**config.mk**
```make
export PLATFORM = sky130hd
export DESIGN_NAME = aux_timer_control
export DESIGN_NICKNAME = d
export VERILOG_FILES = /design/src/rtl/aux_timer_pkg.sv /design/src/rtl/edge_detect.sv /design/src/rtl/aux_timer_control.sv
export SDC_FILE = /design/constraint.sdc
export NUM_CORES = 1
export LEC_CHECK = 0
export BUFFER_PORTS_ARGS = -buffer_cell sky130_fd_sc_hd__buf_2
export CORE_ASPECT_RATIO = 0.75
export CORE_MARGIN = 2
export CORE_UTILIZATION = 55
export DETAILED_ROUTE_END_ITERATION = 16
export PLACE_DENSITY = 0.84
export REMOVE_ABC_BUFFERS = 1
export SETUP_SLACK_MARGIN = 0.3
export SLEW_MARGIN = 25
export SYNTH_ARGS = -nofsm -noshare
export SYNTH_HDL_FRONTEND = slang
export SYNTH_SLANG_ARGS = --single-unit
export TNS_END_PERCENT = 20
```
**constraint.sdc**
```tcl
create_clock -name mclk_i -period 4.8 [get_ports mclk_i]
set_input_delay 1.44 -clock mclk_i [delete_from_list [all_inputs] [get_ports mclk_i]]
set_output_delay 1.44 -clock mclk_i [all_outputs]
set_load 0.01 [all_outputs]
```
**src/rtl/aux_timer_pkg.sv**
```systemverilog
// constants, field layout and types of the auxiliary timer block
//
// Contract
// - mode field selects timer, counter, gated modes
// - run bit halts or allows counting
// - trigger source: capture pin or third timer
// - trigger edge field selects capture edges
// - optional timer clear on each capture
// - capture enable gates latching into capture register
// - counter clocked by pin or core toggle latch
// - input select picks count pin edges
// - input select picks toggle latch edges
// - software toggle latch changes never count
// - count pin edges detected up to clock/8
// - no toggle latch, no pin output here
// - timer modes behave like core timer
// - direction bits act like core timer bits
// - control register layout, resets to zero
// - prescaler divides clock by 4 to 512
// - gated mode needs run and active gate
// - wrap sets the overflow request flag
package aux_timer_pkg;

   localparam int unsigned ADDR_W     = 16;
   localparam int unsigned DATA_W     = 16;
   localparam int unsigned PRESC_W    = 9;
   localparam int unsigned TICK_BASE  = 4;

   localparam logic [ADDR_W-1:0] CTRL_ADDR  = 16'hFF46;
   localparam logic [ADDR_W-1:0] TIMER_ADDR = 16'hFF48;
   localparam logic [ADDR_W-1:0] CAPT_ADDR  = 16'hFF4A;
   localparam logic [ADDR_W-1:0] STAT_ADDR  = 16'hFF4C;

   localparam logic [DATA_W-1:0] CTRL_RESET  = 16'h0000;
   localparam logic [DATA_W-1:0] CTRL_WMASK  = 16'hF5FF;
   localparam logic [DATA_W-1:0] TIMER_RESET = 16'h0000;
   localparam logic [DATA_W-1:0] CAPT_RESET  = 16'h0000;
   localparam logic [DATA_W-1:0] READ_IDLE   = 16'h0000;
   localparam logic [PRESC_W-1:0] PRESC_RESET = 9'h000;

   localparam int unsigned STAT_OVF_BIT  = 0;
   localparam int unsigned STAT_CAPT_BIT = 1;

   // edge detector lane positions
   localparam int unsigned EDGE_COUNT_PIN  = 0;
   localparam int unsigned EDGE_CAPT_PIN   = 1;
   localparam int unsigned EDGE_T3_COUNT   = 2;
   localparam int unsigned EDGE_T3_DIR     = 3;
   localparam int unsigned EDGE_TOGGLE     = 4;
   localparam int unsigned EDGE_NUM        = 5;

   typedef enum logic [2:0] {
      MODE_TIMER     = 3'b000,
      MODE_COUNTER   = 3'b001,
      MODE_GATE_LOW  = 3'b010,
      MODE_GATE_HIGH = 3'b011
   } aux_mode_type;

   typedef struct packed {
      logic       capture_enable;
      logic       clear_on_capture;
      logic [1:0] capture_edge_select;
      logic       unused_11;
      logic       capture_source_select;
      logic       unused_9;
      logic       aux_ext_direction_enable;
      logic       aux_up_down_bit;
      logic       aux_run_bit;
      logic [2:0] aux_mode_field;
      logic [2:0] aux_input_select;
   } aux_ctrl_type;

   typedef struct packed {
      logic rise;
      logic fall;
   } edge_pair_type;

endpackage : aux_timer_pkg

```
**src/rtl/edge_detect.sv**
```systemverilog
// one-cycle rise and fall detection on a group of synchronous inputs
`timescale 1ns/10ps
`default_nettype none

module edge_detect #(
   parameter int unsigned WIDTH = 5
) (
   input  wire logic             mclk_i,
   input  wire logic             nrst_i,
   input  wire logic [WIDTH-1:0] sig_i,
   output logic      [WIDTH-1:0] rise_o,
   output logic      [WIDTH-1:0] fall_o
);

   logic [WIDTH-1:0] prev_q;

   // follow the inputs during reset so release gives no false edge
   always_ff @(posedge mclk_i) begin
      prev_q <= sig_i;
   end

   assign rise_o = nrst_i ? (sig_i & ~prev_q) : '0;
   assign fall_o = nrst_i ? (~sig_i & prev_q) : '0;

endmodule : edge_detect

`default_nettype wire

```
**src/rtl/aux_timer_control.sv**
```systemverilog
// auxiliary up/down timer with capture control and register port
`timescale 1ns/10ps
`default_nettype none

module aux_timer_control (
   input  wire logic                              mclk_i,
   input  wire logic                              nrst_i,
   input  wire logic [aux_timer_pkg::ADDR_W-1:0]  reg_addr_i,
   input  wire logic [aux_timer_pkg::DATA_W-1:0]  reg_wdata_i,
   input  wire logic                              reg_wr_i,
   input  wire logic                              reg_rd_i,
   output logic      [aux_timer_pkg::DATA_W-1:0]  reg_rdata_o,
   input  wire logic                              aux_count_pin_i,
   input  wire logic                              aux_direction_pin_i,
   input  wire logic                              capture_pin_i,
   input  wire logic                              third_timer_count_input_i,
   input  wire logic                      third_timer_direction_input_i,
   input  wire logic                              core_toggle_latch_i,
   input  wire logic                              core_toggle_hw_i,
   output logic      [aux_timer_pkg::DATA_W-1:0]  aux_timer_o,
   output logic      [aux_timer_pkg::DATA_W-1:0]  capture_reload_reg_o,
   output logic                                   aux_overflow_flag_o,
   output logic                                   capture_flag_o,
   output logic                                   capture_event_o
);

   import aux_timer_pkg::*;

   function automatic logic presc_tick(
      input logic [PRESC_W-1:0] cnt,
      input logic [2:0]         sel
   );
      logic [PRESC_W-1:0] mask;
      mask = PRESC_W'((TICK_BASE << sel) - 1);
      return &(cnt | ~mask);
   endfunction : presc_tick

   // two-bit edge field: bit 0 picks the first event, bit 1 the second
   function automatic logic edge_hit(
      input logic [1:0] sel,
      input logic       first,
      input logic       second
   );
      return (sel[0] & first) | (sel[1] & second);
   endfunction : edge_hit

   aux_ctrl_type        ctrl_q;
   aux_ctrl_type        ctrl_d;
   logic [DATA_W-1:0]   timer_q;
   logic [DATA_W-1:0]   timer_d;
   logic [DATA_W-1:0]   capt_q;
   logic [DATA_W-1:0]   capt_d;
   logic [DATA_W-1:0]   rdata_q;
   logic [DATA_W-1:0]   rdata_d;
   logic [PRESC_W-1:0]  presc_q;
   logic                ovf_q;
   logic                ovf_d;
   logic                cflag_q;
   logic                cflag_d;
   logic                cevt_q;

   logic [EDGE_NUM-1:0] pins_s;
   logic [EDGE_NUM-1:0] rise_s;
   logic [EDGE_NUM-1:0] fall_s;

   assign pins_s[EDGE_COUNT_PIN] = aux_count_pin_i;
   assign pins_s[EDGE_CAPT_PIN]  = capture_pin_i;
   assign pins_s[EDGE_T3_COUNT]  = third_timer_count_input_i;
   assign pins_s[EDGE_T3_DIR]    = third_timer_direction_input_i;
   assign pins_s[EDGE_TOGGLE]    = core_toggle_latch_i;

   // single-stage compare catches every level held four clocks
   edge_detect #(
      .WIDTH (EDGE_NUM)
   ) u_edges (
      .mclk_i (mclk_i),
      .nrst_i (nrst_i),
      .sig_i  (pins_s),
      .rise_o (rise_s),
      .fall_o (fall_s)
   );

   edge_pair_type pin_edge_s;
   edge_pair_type tog_edge_s;
   edge_pair_type cap_edge_s;

   assign pin_edge_s = '{rise: rise_s[EDGE_COUNT_PIN],
                         fall: fall_s[EDGE_COUNT_PIN]};
   // latch moves written by software carry no hardware qualifier
   assign tog_edge_s = '{rise: rise_s[EDGE_TOGGLE] & core_toggle_hw_i,
                         fall: fall_s[EDGE_TOGGLE] & core_toggle_hw_i};
   assign cap_edge_s = '{rise: rise_s[EDGE_CAPT_PIN],
                         fall: fall_s[EDGE_CAPT_PIN]};

   wire t3_count_any_s = rise_s[EDGE_T3_COUNT] | fall_s[EDGE_T3_COUNT];
   wire t3_dir_any_s   = rise_s[EDGE_T3_DIR] | fall_s[EDGE_T3_DIR];

   wire sel_ctrl_s  = (reg_addr_i == CTRL_ADDR);
   wire sel_timer_s = (reg_addr_i == TIMER_ADDR);
   wire sel_capt_s  = (reg_addr_i == CAPT_ADDR);
   wire sel_stat_s  = (reg_addr_i == STAT_ADDR);

   wire wr_ctrl_s  = reg_wr_i & sel_ctrl_s;
   wire wr_timer_s = reg_wr_i & sel_timer_s;
   wire wr_capt_s  = reg_wr_i & sel_capt_s;
   wire wr_stat_s  = reg_wr_i & sel_stat_s;

   wire clr_ovf_s  = wr_stat_s & reg_wdata_i[STAT_OVF_BIT];
   wire clr_capt_s = wr_stat_s & reg_wdata_i[STAT_CAPT_BIT];

   logic [DATA_W-1:0] stat_s;

   always_comb begin
      stat_s                = '0;
      stat_s[STAT_OVF_BIT]  = ovf_q;
      stat_s[STAT_CAPT_BIT] = cflag_q;
   end

   // unused control bits 9 and 11 store nothing and read zero
   assign ctrl_d = wr_ctrl_s ? aux_ctrl_type'(reg_wdata_i & CTRL_WMASK)
                             : ctrl_q;

   assign rdata_d = !reg_rd_i   ? READ_IDLE :
                    sel_ctrl_s  ? DATA_W'(ctrl_q) :
                    sel_timer_s ? timer_q :
                    sel_capt_s  ? capt_q :
                    sel_stat_s  ? stat_s : READ_IDLE;

   aux_mode_type mode_s;
   logic         step_src_s;

   assign mode_s = aux_mode_type'(ctrl_q.aux_mode_field);

   // divider of 4 * 2^select from a free running prescaler
   wire tick_s = presc_tick(presc_q, ctrl_q.aux_input_select);

   // gate level chosen by low mode bit, gate is the count pin
   wire gate_open_s = ctrl_q.aux_mode_field[0] ? aux_count_pin_i
                                               : ~aux_count_pin_i;

   // pin edges or concatenation via core toggle latch
   wire cnt_evt_s = ctrl_q.aux_input_select[2]
                  ? edge_hit(ctrl_q.aux_input_select[1:0],
                             tog_edge_s.rise, tog_edge_s.fall)
                  : edge_hit(ctrl_q.aux_input_select[1:0],
                             pin_edge_s.rise, pin_edge_s.fall);

   always_comb begin
      step_src_s = 1'b0;
      unique case (mode_s)
         MODE_TIMER: begin
            step_src_s = tick_s;
         end
         MODE_COUNTER: begin
            step_src_s = cnt_evt_s;
         end
         MODE_GATE_LOW, MODE_GATE_HIGH: begin
            step_src_s = tick_s & gate_open_s;
         end
         default: begin
            step_src_s = 1'b0;
         end
      endcase
   end

   wire step_s = ctrl_q.aux_run_bit & step_src_s;

   // external pin inverts the programmed direction when enabled
   wire down_s = ctrl_q.aux_up_down_bit ^
                 (ctrl_q.aux_ext_direction_enable & aux_direction_pin_i);

   wire wrap_s = step_s & (down_s ? (timer_q == '0) : (&timer_q));

   // source bit picks capture pin or third timer inputs
   wire cap_trig_s = ctrl_q.capture_source_select
                   ? edge_hit(ctrl_q.capture_edge_select,
                              t3_count_any_s, t3_dir_any_s)
                   : edge_hit(ctrl_q.capture_edge_select,
                              cap_edge_s.rise, cap_edge_s.fall);

   wire cap_load_s = cap_trig_s & ctrl_q.capture_enable;
   wire cap_clr_s  = cap_trig_s & ctrl_q.clear_on_capture;

   // software write first, then clear on capture, then one step
   assign timer_d = wr_timer_s ? reg_wdata_i :
                    cap_clr_s  ? TIMER_RESET :
                    !step_s    ? timer_q :
                    down_s     ? timer_q - 16'h0001 :
                                 timer_q + 16'h0001;

   // capture of the old value wins over a write in the same cycle
   assign capt_d = cap_load_s ? timer_q :
                   wr_capt_s  ? reg_wdata_i : capt_q;

   // hardware set wins over software clear
   assign ovf_d   = wrap_s | (ovf_q & ~clr_ovf_s);
   assign cflag_d = cap_trig_s | (cflag_q & ~clr_capt_s);

   always_ff @(posedge mclk_i) begin
      if (!nrst_i) begin
         ctrl_q  <= aux_ctrl_type'(CTRL_RESET);
         timer_q <= TIMER_RESET;
         capt_q  <= CAPT_RESET;
         presc_q <= PRESC_RESET;
         rdata_q <= READ_IDLE;
         ovf_q   <= 1'b0;
         cflag_q <= 1'b0;
         cevt_q  <= 1'b0;
      end else begin
         ctrl_q  <= ctrl_d;
         timer_q <= timer_d;
         capt_q  <= capt_d;
         presc_q <= presc_q + 9'h001;
         rdata_q <= rdata_d;
         ovf_q   <= ovf_d;
         cflag_q <= cflag_d;
         cevt_q  <= cap_trig_s;
      end
   end

   // no toggle latch and no pin output function here
   assign reg_rdata_o          = rdata_q;
   assign aux_timer_o          = timer_q;
   assign capture_reload_reg_o = capt_q;
   assign aux_overflow_flag_o  = ovf_q;
   assign capture_flag_o       = cflag_q;
   assign capture_event_o      = cevt_q;

   wire quiet_s = !wr_timer_s && !cap_clr_s;
endmodule : aux_timer_control

`default_nettype wire

```
==> metrics <==
clock root buffer=clkbuf_8; RSZ-0062 raised after global routing=false; GP Congestion=~0.9; clk sinks=slightly below 80; TritonCTS buffer count=9; CTS clock-pin slew for the worst setup and hold paths=roughly 0.080 ns; synth unique cells=between 60 and 70; final net count=642; layout cells sized above 1=~24%; placed insts=between 600 and 700; maximum VDD drop=178 uV; status=completed; total track usage=~30%; leak pwr=2.25 nW; clk_skew=~0.013 ns; width of the die=106 um; initial antenna violation count=0; Area Growth Syn to Fin=18.5%; FP Rows=27; core area=about 7500 um^2; vias in the first global route=between 4000 and 5000; Period minus WS final=approximately 3.7 ns; non-filler cells, final=689; Setup TNS Final=0 ns; highest clock rate=269 MHz; CP endpoint kind=flip-flop; final hold violation count=0; asr flop ratio synth=0%; crit-path max FO=7; CP required=5.07 ns; first-pass detailed-route iteration total=4; DR vias/cell=6.14; post_cts resized=0; Wirelength per Cell=around 18 um; post-route antenna net violation count=0; Hold Buf Count CTS=0; Congestion Overflow GR=0; initial core utilization=between 50 and 60%; critical path class=primary input to flip-flop; max-cap violations=0; via count=around 4200; ANT cells=0; arrival time worst endpoint=3.99 ns; Tcrit/Tclk final=just under 80%; Commonest cells post-synth=dfxtp_1 (79), nand2_1 (56), nor2_1 (46); DRC=0; # setup viols final=0; Max-slew headroom=between 40% and 50%; register bit total from synthesis=79; worst min path class=flip-flop to flip-flop; clock tree buffer depth=2; die area=about 8600 um^2; DRT Wirelength=about 12000 um; count leader, synth=dfxtp_1; Worst-Margin Slew=approximately 0.79 ns; Synth Instances=between 400 and 500; global-route wire length before repair=20100 um; DP Wirelength=slightly below 9000 um; final count of pins violating max slew=0; top-area cell type share of the netlist area=36.6%; TritonCTS clock tree=yes; Primary FF master, synth=dfxtp_1; dominant cells by area after synthesis=dfxtp_1 (37%), mux2i_1 (7.4%), nand2_1 (4.9%), ha_1 (4.3%), nor2_1 (4.0%); EDFF count, synth=0; PortBufs=slightly above 90; synthesized cell area=roughly 4300 um^2; design area=5130 um^2; pin count of the biggest net entering global routing=52; total setup buffers inserted after CTS=0; die span in y=between 80 and 90 um; largest area contributor in the netlist=dfxtp_1; PwrDens=257 nW/um^2; io pins=94; Mapped Avg Cell Area=between 8 and 9 um^2; clk_lat worst skew=roughly 0.35 ns; CTS H-tree lvls=3; type of origin of the critical path=primary input; register area share after synthesis=approximately 37%; 1st-iter DRT viols=~320; fillers=~640; placed cell area=roughly 5000 um^2; Ys Warns=0
## flip-flops by register name, summed over array words and instances, names as in the netlist
signal / flops
aux_overflow_flag_o: 1
aux_timer_o: 16
capture_event_o: 1
capture_flag_o: 1
capture_reload_reg_o: 16
ctrl_q: 11
mode_s: 3
presc_q: 9
reg_rdata_o: 16
u_edges.prev_q: 5
## where the power goes
part,internal (mW),switching (mW)
Clock,0.360,0.243
Combinational,0.0200,0.0311
Sequential,0.659,0.00373
## logic make-up after synthesis
kind of cell	synth area share (%)
AND/OR/NAND/NOR	21.2
AO/OA/AOI/OAI	21.4
flip-flops	36.6
buffers and inverters	4.14
multiplexers	7.41
XOR/XNOR	4.46
adder cells (fa/ha/maj)	4.80
## cell type report
| class | instances | area [um^2] | share of cell area [%] |
|---|---|---|---|
| clock buffers | 11 | 141 | 2.76 |
| inverters | 9 | 33.8 | 0.659 |
| flip-flops and latches | 79 | 1580 | 30.9 |
| multi-input cells | 378 | 2570 | 50.2 |
| repair buffers | 106 | 563 | 11.0 |
| clock inverters | 5 | 105 | 2.05 |
| well taps | 101 | 126 | 2.47 |
## through the flow
stage | setup WS (ns) | total power [mW] | util [%] | hold WS, ns
floorplan | -0.194 | 0.695 | - | 0.442
global placement | 0.820 | 0.727 | 65.4 | 0.459
detailed placement | 0.753 | 0.729 | 65.4 | 0.465
CTS | 1.10 | 1.32 | 68.7 | 0.493
global route | 0.850 | 1.35 | 68.7 | 0.511
finish | 1.08 | 1.32 | 68.7 | 0.488
## layout by cell type (no fill, tap or decap), types with 3 or more instances in the layout
master,n
buf_2,93
dfxtp_1,79
nand2_1,56
nor2_1,46
mux2i_1,32
o21ai_0,22
a211oi_1,17
a22oi_1,16
nor3_1,16
ha_1,15
a21oi_1,14
buf_4,13
xor2_1,12
nand4_1,10
xnor2_1,10
clkbuf_8,10
inv_1,8
nand3_1,7
nand2b_1,7
and3_1,6
nand3b_1,6
a21o_1,6
a311oi_2,6
o21ai_1,5
nor4_1,5
and2_1,4
a31oi_1,4
a311oi_1,4
and4_1,3
nor3_2,3
a2bb2oi_1,3
or3_1,3
o41ai_1,3
o31ai_1,3
bufinv_16,3
## per-layer routing
metal	global-route usage, %	part of all wire [%]	vias up
li1	-	-	2012
met1	39.1	44	1999
met2	50.1	46	205
met3	5.38	8.7	14
met4	8.29	0.94	0
met5	0	0	-
## critical path, cell delays in order
cell,delay [ns]
buf_2,0.11
nand2_1,0.07
xor2_1,0.20
inv_1,0.19
ha_1,0.41
a2111oi_0,0.43
o21ai_0,0.29
a41oi_1,0.37
xnor2_1,0.15
nand2_1,0.08
a311oi_2,0.25
## path summary, 6_finish.rpt
| kind | startpoint | endpoint | slack, ns | cells past startpoint |
|---|---|---|---|---|
| hold / removal | ctrl_q[8] | reg_rdata_o[8] | 0.49 | 2 |
| hold reg to reg | ctrl_q[8] | reg_rdata_o[8] | 0.49 | 2 |
| setup / recovery | aux_direction_pin_i | aux_timer_o[11] | 1.08 | 11 |
| setup reg to reg | ctrl_q[8] | aux_timer_o[11] | 1.93 | 10 |
Power figures use the tool's default switching activity.
